--- src/verilog/ecf_pkg.sv ---
/*
 * Shared constants and types for the explicit cluster command framer.
 * Assumes both ends run on one clock and share this package.
 */
package ecf_pkg;
	// ****************************************
	// Frame layout
	// ****************************************
	localparam logic [7:0]  START_DELIM      = 8'h7e;   // Start delimiter value.
	localparam logic [7:0]  FRAME_TYPE_EXPL  = 8'h11;   // Explicit transmit request.
	localparam logic [63:0] BCAST_ADDR64     = 64'h000000000000ffff; // Broadcast long address.
	localparam logic [15:0] UNKNOWN_ADDR16   = 16'hfffe; // Broadcast or unknown short address.
	localparam logic [7:0]  CMD_READ_ATTR    = 8'h00;   // General command Read Attributes.
	localparam logic [1:0]  FC_TYPE_GENERAL  = 2'h0;    // Frame-type bits for general commands.
	localparam logic [7:0]  CSUM_BASE        = 8'hff;   // Checksum is this minus the sum.
	localparam logic [7:0]  OFS_LEN_MSB      = 8'h01;   // Length field offsets.
	localparam logic [7:0]  OFS_LEN_LSB      = 8'h02;
	localparam logic [7:0]  OFS_FTYPE        = 8'h03;   // Frame type, first summed byte.
	localparam logic [7:0]  OFS_FID          = 8'h04;
	localparam logic [7:0]  OFS_ADDR64       = 8'h05;
	localparam logic [7:0]  OFS_ADDR16       = 8'h0d;
	localparam logic [7:0]  OFS_SRC_EP       = 8'h0f;
	localparam logic [7:0]  OFS_DST_EP       = 8'h10;
	localparam logic [7:0]  OFS_CLUSTER      = 8'h11;
	localparam logic [7:0]  OFS_PROFILE      = 8'h13;
	localparam logic [7:0]  OFS_RADIUS       = 8'h15;
	localparam logic [7:0]  OFS_TXOPT        = 8'h16;
	localparam logic [7:0]  OFS_FCTRL        = 8'h17;
	localparam logic [7:0]  OFS_SEQ          = 8'h18;
	localparam logic [7:0]  OFS_CMD          = 8'h19;
	localparam logic [7:0]  OFS_PAYLOAD      = 8'h1a;
	localparam logic [7:0]  FIXED_BODY_LEN   = 8'h17;   // Bytes 3..25 before attributes.
	localparam logic [7:0]  DEF_MAX_HOPS     = 8'h1e;   // Network maximum hop count.
	localparam int          MAX_ATTRS        = 8;       // Attribute list capacity.

	// Checker verdict codes.
	typedef enum logic [2:0] {
		ECF_OK, ECF_BAD_DELIM, ECF_BAD_TYPE, ECF_BAD_OPT, ECF_BAD_CSUM, ECF_BAD_LEN
	} ecf_err_type;
endpackage
--- src/verilog/ecf_link_if.sv ---
/*
 * Byte stream between the host end and the device end.
 * Assumes one shared clock; the testbench binds the modports.
 */
`timescale 1ns/1ns
`default_nettype none
interface ecf_link_if;
	logic       valid;  // Byte is offered this cycle.
	logic       ready;  // Receiver takes the byte this cycle.
	logic [7:0] data;   // Frame byte.
	logic       last;   // Byte is the checksum.

	// Host sends, device receives.
	modport host   (output valid, output data, output last, input ready);
	modport device (input valid, input data, input last, output ready);
endinterface
`default_nettype wire

--- src/verilog/ecf_csum.sv ---
/*
 * Running checksum accumulator used by both ends.
 * Assumes the caller marks which bytes fall in the summed span.
 */
`timescale 1ns/1ns
`default_nettype none
module ecf_csum (
	// Clock and reset.
	input  wire logic       i_clk,
	input  wire logic       i_nrst,
	input  wire logic       i_ce,
	// Accumulate controls.
	input  wire logic       i_clear,
	input  wire logic       i_add,
	input  wire logic [7:0] i_byte,
	// Result.
	output logic      [7:0] o_csum
);
	import ecf_pkg::*;

	logic [7:0] sum;   // Low eight bits of the running sum.

	// Wraps mod 256 on purpose; only the low byte matters.
	always_ff @(posedge i_clk or negedge i_nrst) begin
		if (!i_nrst) begin
			sum <= 8'h00;
		end else if (i_ce) begin
			if (i_clear) begin
				sum <= 8'h00;
			end else if (i_add) begin
				sum <= sum + i_byte;
			end
		end
	end

	assign o_csum = CSUM_BASE - sum;
endmodule
`default_nettype wire

--- src/verilog/ecf_device.sv ---
/*
 * Device end: receives and checks an explicit transmit request frame.
 * Assumes the host end drives the link on the same clock.
 */
`timescale 1ns/1ns
`default_nettype none
module ecf_device #(
	parameter logic [7:0] MAX_HOPS = ecf_pkg::DEF_MAX_HOPS  // Network maximum hops.
) (
	// Clock, reset and enable.
	input  wire logic       i_clk,
	input  wire logic       i_nrst,
	input  wire logic       i_ce,
	// Link from the host.
	ecf_link_if.device      lnk,
	// Decoded frame, valid with o_frame_ok or o_frame_err.
	output logic [63:0]     o_addr64,
	output logic [15:0]     o_addr16,
	output logic            o_bcast,
	output logic [7:0]      o_src_ep,
	output logic [7:0]      o_dst_ep,
	output logic [15:0]     o_cluster,
	output logic [15:0]     o_profile,
	output logic [7:0]      o_radius,
	output logic [7:0]      o_seq,
	output logic            o_read_attr,
	output logic [7:0]      o_first_attr_lo,
	output logic [7:0]      o_first_attr_hi,
	output logic            o_status_req,
	// Verdict.
	output logic            o_frame_ok,
	output logic            o_frame_err,
	output var ecf_pkg::ecf_err_type o_err
);
	import ecf_pkg::*;

	logic [7:0]  idx;      // Offset of the incoming byte.
	logic [15:0] len;      // Length field as received.
	logic [7:0]  fid;      // Frame identifier.
	logic [7:0]  fctrl;    // Frame control byte.
	logic [7:0]  csum;     // Expected checksum for this byte position.
	logic        take;     // Byte accepted this cycle.
	ecf_err_type err;      // First fault seen in this frame.

	assign take = lnk.valid && lnk.ready;

	// The device always accepts; frames are checked on the fly.
	always_ff @(posedge i_clk or negedge i_nrst) begin
		if (!i_nrst) begin
			lnk.ready <= 1'b0;
		end else if (i_ce) begin
			lnk.ready <= 1'b1;
		end
	end

	// Offset counter, resets after the checksum byte.
	always_ff @(posedge i_clk or negedge i_nrst) begin
		if (!i_nrst) begin
			idx <= 8'h00;
		end else if (i_ce && take) begin
			idx <= lnk.last ? 8'h00 : idx + 8'h01;
		end
	end

	// Field capture by offset.
	always_ff @(posedge i_clk or negedge i_nrst) begin
		if (!i_nrst) begin
			len             <= 16'h0000;
			fid             <= 8'h00;
			fctrl           <= 8'h00;
			o_addr64        <= 64'h0;
			o_addr16        <= 16'h0000;
			o_src_ep        <= 8'h00;
			o_dst_ep        <= 8'h00;
			o_cluster       <= 16'h0000;
			o_profile       <= 16'h0000;
			o_radius        <= 8'h00;
			o_seq           <= 8'h00;
			o_read_attr     <= 1'b0;
			o_first_attr_lo <= 8'h00;
			o_first_attr_hi <= 8'h00;
		end else if (i_ce && take) begin
			if (idx == OFS_LEN_MSB) begin
				len[15:8] <= lnk.data;
			end
			if (idx == OFS_LEN_LSB) begin
				len[7:0] <= lnk.data;
			end
			if (idx == OFS_FID) begin
				fid <= lnk.data;
			end
			if (idx >= OFS_ADDR64 && idx < OFS_ADDR16) begin
				o_addr64 <= {o_addr64[55:0], lnk.data};
			end
			if (idx == OFS_ADDR16 || idx == OFS_ADDR16 + 8'h01) begin
				o_addr16 <= {o_addr16[7:0], lnk.data};
			end
			if (idx == OFS_SRC_EP) begin
				o_src_ep <= lnk.data;
			end
			if (idx == OFS_DST_EP) begin
				o_dst_ep <= lnk.data;
			end
			if (idx == OFS_CLUSTER || idx == OFS_CLUSTER + 8'h01) begin
				o_cluster <= {o_cluster[7:0], lnk.data};
			end
			if (idx == OFS_PROFILE || idx == OFS_PROFILE + 8'h01) begin
				o_profile <= {o_profile[7:0], lnk.data};
			end
			if (idx == OFS_RADIUS) begin
				// Zero asks for the network limit.
				o_radius <= (lnk.data == 8'h00) ? MAX_HOPS : lnk.data;
			end
			if (idx == OFS_FCTRL) begin
				fctrl <= lnk.data;
			end
			if (idx == OFS_SEQ) begin
				o_seq <= lnk.data;
			end
			if (idx == OFS_CMD) begin
				// Only general frame type gives a general command.
				o_read_attr <= (fctrl[1:0] == FC_TYPE_GENERAL) && (lnk.data == CMD_READ_ATTR);
			end
			if (idx == OFS_PAYLOAD && !lnk.last) begin
				o_first_attr_lo <= lnk.data;
			end
			if (idx == OFS_PAYLOAD + 8'h01 && !lnk.last) begin
				o_first_attr_hi <= lnk.data;
			end
		end
	end

	// Fault tracking: keep the first fault of the frame.
	always_ff @(posedge i_clk or negedge i_nrst) begin
		if (!i_nrst) begin
			err <= ECF_OK;
		end else if (i_ce && take) begin
			if (lnk.last) begin
				err <= ECF_OK;
			end else if (err == ECF_OK) begin
				if (idx == 8'h00 && lnk.data != START_DELIM) begin
					err <= ECF_BAD_DELIM;
				end else if (idx == OFS_FTYPE && lnk.data != FRAME_TYPE_EXPL) begin
					err <= ECF_BAD_TYPE;
				end else if (idx == OFS_TXOPT && lnk.data != 8'h00) begin
					err <= ECF_BAD_OPT;
				end
			end
		end
	end

	// Verdict pulses on the checksum byte.
	always_ff @(posedge i_clk or negedge i_nrst) begin
		if (!i_nrst) begin
			o_frame_ok   <= 1'b0;
			o_frame_err  <= 1'b0;
			o_err        <= ECF_OK;
			o_status_req <= 1'b0;
			o_bcast      <= 1'b0;
		end else if (i_ce) begin
			o_frame_ok   <= 1'b0;
			o_frame_err  <= 1'b0;
			o_status_req <= 1'b0;
			if (take && lnk.last) begin
				o_bcast <= (o_addr64 == BCAST_ADDR64);
				if (err != ECF_OK) begin
					o_err       <= err;
					o_frame_err <= 1'b1;
				end else if (len != {8'h00, idx - OFS_FTYPE}) begin
					o_err       <= ECF_BAD_LEN;
					o_frame_err <= 1'b1;
				end else if (lnk.data != csum) begin
					o_err       <= ECF_BAD_CSUM;
					o_frame_err <= 1'b1;
				end else begin
					o_err        <= ECF_OK;
					o_frame_ok   <= 1'b1;
					o_status_req <= (fid != 8'h00);
				end
			end
		end
	end

	// Sum bytes from offset 3 up to the one before the checksum.
	ecf_csum u_csum (
		.i_clk   (i_clk),
		.i_nrst  (i_nrst),
		.i_ce    (i_ce),
		.i_clear (take && lnk.last),
		.i_add   (take && !lnk.last && idx >= OFS_FTYPE),
		.i_byte  (lnk.data),
		.o_csum  (csum)
	);
endmodule
`default_nettype wire

--- src/flat_wrapper.sv ---
// flat-port wrapper written by rule: the top's interface ports become plain ports
module ecf_device_flat import ecf_pkg::*;
#(
	parameter logic [7:0] MAX_HOPS = ecf_pkg::DEF_MAX_HOPS                          
)
  (i_clk, i_nrst, i_ce, o_addr64, o_addr16, o_bcast, o_src_ep, o_dst_ep, o_cluster, o_profile, o_radius, o_seq, o_read_attr, o_first_attr_lo, o_first_attr_hi, o_status_req, o_frame_ok, o_frame_err, o_err, lnk_valid, lnk_data, lnk_last, lnk_ready);
  ecf_link_if lnk_i ();
  input  wire logic i_clk;
  input  wire logic i_nrst;
  input  wire logic i_ce;
  output logic [63:0] o_addr64;
  output logic [15:0] o_addr16;
  output logic o_bcast;
  output logic [7:0] o_src_ep;
  output logic [7:0] o_dst_ep;
  output logic [15:0] o_cluster;
  output logic [15:0] o_profile;
  output logic [7:0] o_radius;
  output logic [7:0] o_seq;
  output logic o_read_attr;
  output logic [7:0] o_first_attr_lo;
  output logic [7:0] o_first_attr_hi;
  output logic o_status_req;
  output logic o_frame_ok;
  output logic o_frame_err;
  output var ecf_pkg::ecf_err_type o_err;
  input wire logic [$bits(lnk_i.valid)-1:0] lnk_valid;
  input wire logic [$bits(lnk_i.data)-1:0] lnk_data;
  input wire logic [$bits(lnk_i.last)-1:0] lnk_last;
  output wire logic [$bits(lnk_i.ready)-1:0] lnk_ready;
  assign lnk_i.valid = lnk_valid;
  assign lnk_i.data = lnk_data;
  assign lnk_i.last = lnk_last;
  assign lnk_ready = lnk_i.ready;
  ecf_device #(.MAX_HOPS(MAX_HOPS)) u_core (.i_clk(i_clk), .i_nrst(i_nrst), .i_ce(i_ce), .lnk(lnk_i), .o_addr64(o_addr64), .o_addr16(o_addr16), .o_bcast(o_bcast), .o_src_ep(o_src_ep), .o_dst_ep(o_dst_ep), .o_cluster(o_cluster), .o_profile(o_profile), .o_radius(o_radius), .o_seq(o_seq), .o_read_attr(o_read_attr), .o_first_attr_lo(o_first_attr_lo), .o_first_attr_hi(o_first_attr_hi), .o_status_req(o_status_req), .o_frame_ok(o_frame_ok), .o_frame_err(o_frame_err), .o_err(o_err));
endmodule
--- config.mk ---
export PLATFORM = sky130hd
export DESIGN_NAME = ecf_device_flat
export DESIGN_NICKNAME = d
export VERILOG_FILES = /design/src/verilog/ecf_pkg.sv /design/src/verilog/ecf_link_if.sv /design/src/verilog/ecf_csum.sv /design/src/verilog/ecf_device.sv /design/src/flat_wrapper.sv
export SDC_FILE = /design/constraint.sdc
export NUM_CORES = 1
export LEC_CHECK = 0
export ABC_AREA = 1
export BUFFER_PORTS_ARGS = -buffer_cell sky130_fd_sc_hd__buf_2
export CORE_MARGIN = 5
export CORE_UTILIZATION = 50
export DETAILED_ROUTE_END_ITERATION = 6
export GPL_TIMING_DRIVEN = 0
export PLACE_DENSITY = 0.8
export SETUP_SLACK_MARGIN = 0.5
export SLEW_MARGIN = 25
export SYNTH_ARGS = -nofsm -noshare
export SYNTH_HDL_FRONTEND = slang
export SYNTH_SLANG_ARGS = --single-unit
--- constraint.sdc ---
create_clock -name i_clk -period 3.25 [get_ports i_clk]
set_clock_uncertainty 0.2 [all_clocks]
set_input_delay 0.325 -clock i_clk [delete_from_list [all_inputs] [get_ports i_clk]]
set_output_delay 0.325 -clock i_clk [all_outputs]
set_load 0.1 [all_outputs]
Yosys cells after proc, flatten, opt, wreduce, memory -nomap -nowiden
Cells that the tools add are included.

cells by class
  reductions and logical operators = 44
  magnitude comparators = 3
  muxes and demuxes = 24
  equal/unequal tests = 24
  add/sub/neg operators = 4

operators with widths
  operator                count
  $eq A8 B5 Y1 const B    12
  $eq A64 B16 Y1 const B  1
  $reduce_and A2 Y1       17
  $mux W8                 4
  $eq A8 B4 Y1 const B    3
  $mux W3                 8
  $eq A8 B2 Y1 const B    2
  $logic_not A8 Y1        2
  $ne A16 B8 Y1           1
  $reduce_bool A8 Y1      2
  $logic_and A1 B1 Y1     12
  $mux W1                 12
  $add A8 B1 Y8 const B   1
  $add A8 B8 Y8           1
  $eq A8 B1 Y1 const B    1
  $eq A8 B3 Y1 const B    1
  $ge A8 B2 Y1 const B    1
  $ge A8 B3 Y1 const B    1
  $lt A8 B4 Y1 const B    1
  $ne A8 B5 Y1 const B    1
  $ne A8 B7 Y1 const B    1
  $ne A8 B8 Y1            1
  $sub A8 B2 Y8 const B   1
  $sub A8 B8 Y8 const A   1
  other kinds (8)         11

word-level totals
  output and inout bits = 169
  input bits = 13
  register bits after elaboration = 214

Logic depth before layout (Yosys ltp)
Gate-level depths: netlist of the first run.

  depth in word-level cells = 7
  mapped depth = 13
  mapped depth without buffers = 13

Modules after synthesis
Synthesis of the first run repeated with hierarchy kept, for this count alone.

unflattened totals
  cells, all modules = 1001
  area total of the unflattened synthesis = 9587.9 µm²

by module, submodules not included
  module      sequential area each (µm²)  times used  cells each  area an instance (µm²)
  ecf_device  5129.9                      1           910         8952.3
  ecf_csum    200.2                       1           91          635.6

Worst setup path after synthesis of the first run
Ideal clock, no wire load.

  path kind = reg2reg
  start = reg u_core.lnk.ready
  end = reg u_core.o_first_attr_hi[5]
  setup slack = 0.884 ns
  setup time = 0.134 ns
  data arrival time = 2.032 ns
  clock period less this slack = 2.366 ns
  path buffers = 1
  cell stages (with the launch flop) = 7
  cell sequence = dfrtp_1 > nand3_4 > nor2_2 > nand4_1 > clkbuf_1 > nand2_1 > o21ai_0

on the way
  longest elaborated chain between the ends = 3

RTL lines
  element                             RTL line           RTL
  start, declared                     ecf_link_if.sv:15  modport device (input valid, input data, input last, output ready);
  start signal, assigned              ecf_device.sv:50   lnk.ready <= 1'b0;
  start signal, assigned              ecf_device.sv:52   lnk.ready <= 1'b1;
  $logic_and A1 B1 Y1                 ecf_device.sv:45   assign take = lnk.valid && lnk.ready;
  $logic_and A1 B1 Y1                 ecf_device.sv:82   end else if (i_ce && take) begin
  $reduce_and A2 Y1 (no source line)  n/a
  end signal, assigned                ecf_device.sv:128  o_first_attr_hi <= lnk.data;
  end, declared                       ecf_device.sv:28   output logic [7:0] o_first_attr_hi,

Every way passes these cells.
A chain may end at the register's enable or synchronous reset.

Worst setup path after layout of the first run
  start = in lnk_data[1]
  end = reg u_core.u_csum.sum[6]

on the way
  longest elaborated chain between the ends = 3

RTL lines
  element               RTL line            RTL
  start, declared       flat_wrapper.sv:28  input wire logic [$bits(lnk_i.data)-1:0] lnk_data;
  $add A8 B8 Y8         ecf_csum.sv:31      sum <= sum + i_byte;
  $mux W8               ecf_csum.sv:30      end else if (i_add) begin
  $mux W8               ecf_csum.sv:28      if (i_clear) begin
  end signal, assigned  ecf_csum.sv:31
  end, declared         ecf_csum.sv:21      logic [7:0] sum;

Every way passes these cells. The select of a mux whose other input is x is not followed.

==> results of run 1 <==
==> kinds of logic after synthesis <==
family,Yosys count,share of synthesized area [%]
xor gates and xnor gates,11,1.053
muxes,24,3.117
buffers and inverters,143,7.068
and+or+nand+nor,370,17.28
AOI/OAI and AO/OA,198,11.39
DFF,213,58.24
adders and majority gates,13,1.859
==> how the worst min path moves through the flow <==
| stage | startpoint | slack [ns] | to | cells past startpoint |
|---|---|---|---|---|
| after floorplan | i_nrst | -0.17 | u_core.err[0] | 0 |
| after global placement | u_core.fctrl[0] | 0.25 | u_core.o_read_attr | 1 |
| after detailed placement | i_nrst | 0.07 | u_core.o_addr64[57] | 1 |
| after CTS | lnk_data[5] | 0.002 | u_core.o_dst_ep[5] | 3 |
| after global routing | lnk_data[5] | 0.05 | u_core.o_dst_ep[5] | 3 |
| final | lnk_data[5] | 0.02 | u_core.o_dst_ep[5] | 3 |
==> metrics by stage <==
stage / util (%) / setup slack [ns] / setup TNS [ns]
floorplan: - / 0.8842 / 0
global placement: 57.59 / -1.937 / -408.94
detailed placement: 57.95 / 0.6402 / 0
CTS: 62.23 / 0.5998 / 0
global route: 62.23 / 0.6640 / 0
finish: 62.23 / 0.8137 / 0
==> flip-flops by register name (all words and copies together) (netlist names), 3 cells and up <==
| name | flops |
|---|---|
| u_core.len | 16 |
| u_core.o_addr16 | 16 |
| u_core.o_src_ep | 8 |
| u_core.o_err | 3 |
| u_core.o_cluster | 16 |
| u_core.o_first_attr_lo | 8 |
| u_core.o_profile | 16 |
| u_core.o_seq | 8 |
| u_core.o_addr64 | 64 |
| u_core.o_dst_ep | 8 |
| u_core.fid | 8 |
| u_core.o_first_attr_hi | 8 |
| u_core.idx | 8 |
| u_core.u_csum.sum | 8 |
| u_core.o_radius | 8 |
==> synth_stat cells, drive strengths merged <==
| library cell | instances | area share (%) |
|---|---|---|
| ha | 12 | 1.6 |
| mux2 | 24 | 3.1 |
| o211ai | 4 | 0.48 |
| fa | 1 | 0.22 |
| nor4 | 13 | 0.89 |
| nor2 | 48 | 2.5 |
| clkbuf | 18 | 0.74 |
| or2 | 2 | 0.14 |
| o22ai | 1 | 0.068 |
| nand2 | 259 | 11 |
| a31oi | 2 | 0.21 |
| dfrtp | 213 | 58 |
| buf | 21 | 2.1 |
| nor3b | 1 | 0.082 |
| o21ai | 178 | 9.8 |
| a21oi | 11 | 0.60 |
| inv | 104 | 4.3 |
| nand4 | 14 | 0.96 |
| xor2 | 6 | 0.57 |
| nand3 | 28 | 1.7 |
| nor3 | 3 | 0.16 |
| o41ai | 1 | 0.096 |
| nand3b | 2 | 0.16 |
| o221ai | 1 | 0.16 |
| xnor2 | 5 | 0.48 |
==> cell type report <==
class	instances	area, um^2	share of cell area, %
repair buffers	190	1041	9.312
well taps	229	286.5	2.563
plain buffers	39	257.7	2.306
clock inverters	4	23.77	0.2126
flip-flops and latches	213	5330	47.68
multi-input cells	616	3176	28.41
inverters	104	390.4	3.492
clock buffers	36	674.4	6.032
==> tightest hold or removal path, stage by stage <==
cell     delay (ns)
buf_2          0.13
inv_1          0.13
o21ai_0        0.10
==> routing by layer <==
metal	global-route usage (%)	vias up	wire, um	part of all wire (%)
li1	-	3585	-	-
met1	29.81	3657	10000	42
met2	36.53	252	11450	48
met3	5.332	44	1854	7.8
met4	6.530	0	584	2.4
met5	0	-	0	0
==> layout by cell type, fill, tap and decap left out, types with 2 or more instances in the layout <==
master         instances
nand2_1              256
dfrtp_1              213
buf_2                187
o21ai_0              106
inv_1                101
o21ai_1               71
nor2_1                40
nand3_1               26
clkbuf_1              25
clkbuf_16             23
mux2_2                20
nand4_1               14
buf_6                 13
nor4_1                13
ha_1                  12
a21oi_1               11
dlygate4sd3_1          7
xor2_1                 6
nor2_4                 5
xnor2_1                5
clkbuf_8               5
mux2_4                 4
inv_2                  3
nor2_2                 3
nand2_2                3
o211ai_1               3
nor3_1                 3
clkinv_2               3
nand3b_1               2
or2_2                  2
buf_16                 2
==> power by group <==
| group | switching [mW] | internal (mW) |
|---|---|---|
| clock network | 1.02 | 1.42 |
| logic | 2.08 | 0.566 |
| registers | 0.276 | 3.02 |
| total | 3.37 | 5.00 |
==> timing repair <==
action,in CTS,in global routing
setup endpoints to repair,0,1
endpoints found under the hold margin,128,0
gates resized for setup,0,2
hold buffers,7,0
buffers inserted,0,0
==> impl_metrics.json, run 1 <==
{
  "status": "finished clean",
  "cts_buffer_depth": 3,
  "io_pins": 182,
  "grt_first_pass_wirelength_mm": 39.65,
  "crit_arrival_ns": 2.64,
  "crit_path_end_kind": "register",
  "place.gp.congestion": 0.8882,
  "seq_area_frac_synth_pct": 58.24,
  "post-route-period-util_pct": 74.96,
  "start_util_pct": 50.95,
  "max-cap-violations": 0,
  "crit_buf_inv": 5,
  "overflow": 0,
  "path_delay_family": "buffers and inverters",
  "period_minus_slack_ns": 2.436,
  "slowest_delay_ns": 0.55,
  "critPathMostFrequentCell": "nand2_1",
  "tritoncts": "done",
  "postLayoutCellArea_um2": 11180,
  "antennaDiodeCount": 0,
  "grt_usage_pct": 22.29,
  "crit_fanout": 10,
  "dpl_cell_area_um2": 10410,
  "worstPathRequired_ns": 3.45,
  "antenna_found_initial": 0,
  "postSynthRegisterBits": 213,
  "syn_nets": 998,
  "critPathSlowestCell": "dlygate4sd3_1",
  "instances_no_fill": 1431,
  "dr.pass1.iters": 5,
  "routedWlPerCell_um": 16.70,
  "dpl.hpwl_mm": 16.69,
  "path_depth": 14,
  "io_buffers": 181,
  "reg2reg_from": "u_core.idx[0]",
  "p_total_mw": 8.375,
  "synth_cell_type_count": 38,
  "drtAntennaViolNets": 0,
  "viasPerCell": 5.268,
  "rows": 49,
  "dieArea_um2": 21110,
  "fmaxAchievable_ghz": 0.4105,
  "tightest_slew_ns": 0.8009,
  "fillers": 1485,
  "ff2ff_path_depth": 7,
  "syn_to_final_growth_pct": 22.15,
  "setup_viol": 0,
  "grt_setup_unrepaired": "no",
  "fp.dieW_um": 145.3,
  "cts_made_buffers": 23,
  "clock_latency_ns": 0.51,
  "syn_area_um2": 9153,
  "reg2reg_to": "u_core.o_first_attr_lo[4]",
  "cts_sinks": 213,
  "syn_avg_cell_area_um2": 9.416,
  "drc_errors": 0,
  "crit_chain": "dlygate4sd3_1, buf_2, inv_1, clkbuf_2, fa_1, inv_1, nand3_1, nand2_1, nand2_1, nand2_1, a21oi_1, xor2_1, nand2_1, nand2_1",
  "max-slew-margin-rel_pct": 46.61,
  "holdWs_ns": 0.02314,
  "cts-root-buf": "clkbuf_16",
  "critPathLaunchType": "input pin",
  "htree_levels": 1,
  "placed_cells": 1384,
  "p_leak_nw": 5.846,
  "grt_max_degree": 98,
  "vias": 7538,
  "layout-drive-gt1-share_pct": 23.54,
  "power_density_nw_per_um2": 749.1,
  "r2r_slack_ns": 1.05,
  "crit_type": "input pin to register",
  "grt_pass1_vias": 7688,
  "path_clk_slew_ns": 0.06,
  "die_h_um": 145.3,
  "totalWireLength_mm": 23.90,
  "nets": 1213,
  "hold_violations": 0,
  "vdd_drop_max_mv": 0.5641,
  "crit_end": "u_core.u_csum.sum[6]",
  "drv_slew": 0,
  "synth_warnings": 0,
  "crit_start": "lnk_data[1]",
  "syn_inst": 972,
  "core_um2": 17960,
  "hold_class": "input pin to register",
  "initialDrtViolationCount": 512
}
Power figures use the tool's default switching activity.
==> run 2, diff against run 1 <==
- ABC_AREA: 1 -> 0
- clock period: 3.25 -> 2.4 ns (I/O delays scaled with it)
==> run 2 against run 1 <==
Compared with the run above:
- the run now ends with negative setup slack left
- global-route usage grew 1.8 points
- worst setup slack lost 0.86 ns
- synthesized cell count shrank 31%
- worst hold slack gained 0.074 ns
- clock power grew 69%
- final cell count shrank 16%
- via count shrank 1.6%
- critical path type is now register to register
==> impl_metrics.json, run 2 <==
{
  "status": "complete, but fails checks",
  "failed_checks": "negative setup slack",
  "setup_viol": 27,
  "worstPathRequired_ns": 2.58,
  "slowest_delay_ns": 0.47,
  "crit_buf_inv": 5,
  "hold_class": "input pin to async pin",
  "antennaDiodeCount": 0,
  "antenna_found_initial": 0,
  "rows": 49,
  "overflow": 0,
  "cts_made_buffers": 23,
  "hold_violations": 0,
  "totalWireLength_mm": 31.30,
  "synth_warnings": 0,
  "grt_usage_pct": 24.06,
  "max-cap-violations": 0,
  "grt_pass1_vias": 7139,
  "die_h_um": 145.2,
  "yosysMostFrequentCell": "dfrtp_1",
  "synth_top_family_by_area": "multiplexers",
  "fp.dieW_um": 145.2,
  "fillers": 959,
  "max-slew-margin-rel_pct": 38.78,
  "synthXorXnorAreaFrac_pct": 1.437,
  "power_density_nw_per_um2": 817.0,
  "grt_setup_unrepaired": "yes",
  "drc_errors": 0,
  "io_buffers": 181,
  "dpl_worst_slack_ns": -0.1139,
  "crit_chain": "inv_4, buf_4, buf_6, ha_4, nand2b_4, a21oi_4, nor2_4, o21ai_4, clkbuf_16, clkbuf_16, mux2_2",
  "syn_to_final_growth_pct": 49.08,
  "synth_edf_count": 0,
  "cts_sinks": 213,
  "switchingPower_mw": 3.483,
  "placed_cells": 1086,
  "nets": 990,
  "internal-power_mw": 7.655,
  "r2r_slack_ns": -0.05,
  "io_pins": 182,
  "critPathLaunchType": "register",
  "synth-simple-area-share_pct": 9.401,
  "vdd_drop_max_mv": 0.7306,
  "place.gp.congestion": 0.8979,
  "top_register": "u_core.o_addr64",
  "viasPerCell": 6.147,
  "path_delay_family": "buffers and inverters",
  "register_area_um2": 5384,
  "dieArea_um2": 21090,
  "layout-drive-gt1-share_pct": 62.99,
  "final_common_cell": "buf_2",
  "fmaxAchievable_ghz": 0.4080,
  "power_frac_clock_pct": 36.8,
  "vias": 7419,
  "drtAntennaViolNets": 0,
  "async_flop_share_pct": 100.0,
  "syn_nets": 700,
  "synth_top_area_cell": "dfrtp_1",
  "yosys.area.top_type_share_pct": 58.29,
  "synth-adder-area-share_pct": 1.861,
  "cts-root-buf": "clkbuf_16",
  "period_minus_slack_ns": 2.451,
  "crit_path_end_kind": "register",
  "start_util_pct": 50.90,
  "cts_buffer_depth": 3,
  "syn_area_um2": 9144,
  "synth.area.mux_share_pct": 22.48,
  "comb_power_share_pct": 24.8,
  "routedWlPerCell_um": 25.93,
  "post-route-period-util_pct": 102.1,
  "postSynthRegisterBits": 213,
  "syn_inst": 674,
  "synth_cell_type_count": 58,
  "tritoncts": "done",
  "htree_levels": 1,
  "worst_slack_ns": -0.05092,
  "multi_input_area_um2": 4787,
  "instances_no_fill": 1207,
  "synth.area.top_cells": "dfrtp_1, mux2_2, mux2_1",
  "dr.pass1.iters": 5,
  "initialDrtViolationCount": 595,
  "largest_reg_flops": 64,
  "tightest_slew_ns": 0.9183,
  "yosys_most_used_dff": "dfrtp_1",
  "synth_compound_area_share_pct": 4.379,
  "drv_slew": 0,
  "core_um2": 17960,
  "dpl.hpwl_mm": 15.33,
  "p_seq_share_pct": 38.3,
  "critPathSlowestCell": "dfrtp_2",
  "critPathMostFrequentCell": "clkbuf_16",
  "clock_latency_ns": 0.52,
  "swShare_pct": 31.27,
  "layout_common_cells": "buf_2, dfrtp_1, mux2_4",
  "syn_avg_cell_area_um2": 13.57,
  "grt_first_pass_wirelength_mm": 41.55,
  "reg2reg_from": "u_core.idx[0]",
  "crit_type": "register to register",
  "reg2reg_to": "u_core.o_addr64[53]",
  "ff2ff_path_depth": 11,
  "path_clk_slew_ns": 0.07,
  "crit_arrival_ns": 2.63,
  "crit_fanout": 5,
  "p_leak_nw": 7.076,
  "grt_max_degree": 97,
  "yosys-top-cells-count": "dfrtp_1, mux2_2, nand2_1",
  "seq_area_frac_synth_pct": 58.29
}
-- run 2: cell types whose count changed in the layout (fill, tap and decap cells not counted), moves of 13 or more --
| cell | delta |
|---|---|
| nand2_1 | -231 |
| mux2_4 | +136 |
| inv_1 | -96 |
| o21ai_0 | -95 |
| o21ai_1 | -65 |
| dfrtp_1 | -37 |
| buf_4 | +36 |
| dfrtp_2 | +34 |
| nor2_1 | -25 |
| mux2_2 | +19 |
| nand3_1 | -19 |
| buf_6 | +13 |
-- run 2: worst max-delay path by stage --
stage | startpoint | endpoint | slack (ns) | cells after the start
floorplan | u_core.lnk.ready | u_core.o_cluster[10] | 0.08 | 6
global placement | i_nrst | u_core.o_addr64[31] | -3.41 | 1
detailed placement | u_core.idx[5] | u_core.o_profile[14] | -0.11 | 6
CTS | u_core.len[14] | u_core.o_frame_ok | 0.06 | 5
global route | u_core.idx[1] | u_core.o_frame_ok | -0.09 | 6
finish | u_core.idx[0] | u_core.o_addr64[53] | -0.05 | 11
-- run 2: what timing repair did --
action / CTS / global route
hold buffers: 10 / 0
gates resized for setup: 170 / 112
setup buffers: 38 / 20
hold endpoints to repair: 235 / 0
pin swaps: 38 / 31
cloned: 6 / 8
endpoints found under the setup margin: 206 / 204
-- run 2: cells by family (layout without fill, tap and decap cells) --
group | after synthesis | in the layout
simple gates | 148 | 150
flops | 213 | 213
fa+ha+maj | 13 | 13
buf+inv | 42 | 344
xor+xnor | 15 | 15
compound gates | 60 | 60
mux | 183 | 183
-- run 2: tightest hold or removal path, stage by stage --
cell and delay, ns:
dlygate4sd3_1 0.57, buf_8 0.15, buf_12 0.20
-- run 2: metal layers --
metal	vias to the layer above	wire length, um	global-route usage [%]
met2	451	15260	39.46
met4	0	1635	8.769
met3	143	2277	4.646
met1	3791	12130	32.15
met5	-	0	0
li1	3034	-	-
-- run 2: final cells by class --
class | instances | share of cell area [%]
inverter | 8 | 0.2754
multi-input combinational | 421 | 35.12
buffer | 34 | 2.653
sequential | 213 | 39.50
timing repair buffer | 263 | 14.02
tap | 229 | 2.102
clock buffer | 30 | 4.709
clock inverter | 9 | 1.634
-- run 2: stage by stage --
| stage | power [mW] | util, % | hold slack [ns] | cell area, um^2 | setup TNS, ns |
|---|---|---|---|---|---|
| 2_1_floorplan | 5.865 | - | -0.2556 | 9514 | 0 |
| 3_3_place_gp | 6.285 | 59.60 | 0.2605 | 10710 | -591.04 |
| 3_5_place_dp | 6.353 | 59.96 | -0.08208 | 10770 | -1.987 |
| 4_1_cts | 10.69 | 71.41 | 0.007813 | 12830 | 0 |
| 5_1_grt | 11.46 | 75.89 | 0.09573 | 13630 | -1.561 |
| 6_report | 11.14 | 75.89 | 0.09699 | 13630 | -0.3078 |
-- run 2: power by group through the flow --
| stage | registers, mW | clock network [mW] | logic [mW] |
|---|---|---|---|
| 2_1_floorplan | 4.83 | 0 | 1.03 |
| 3_3_place_gp | 4.27 | 0 | 2.02 |
| 3_5_place_dp | 4.28 | 0 | 2.07 |
| 4_1_cts | 4.22 | 4.08 | 2.38 |
| 5_1_grt | 4.29 | 4.28 | 2.88 |
| 6_report | 4.27 | 4.10 | 2.76 |
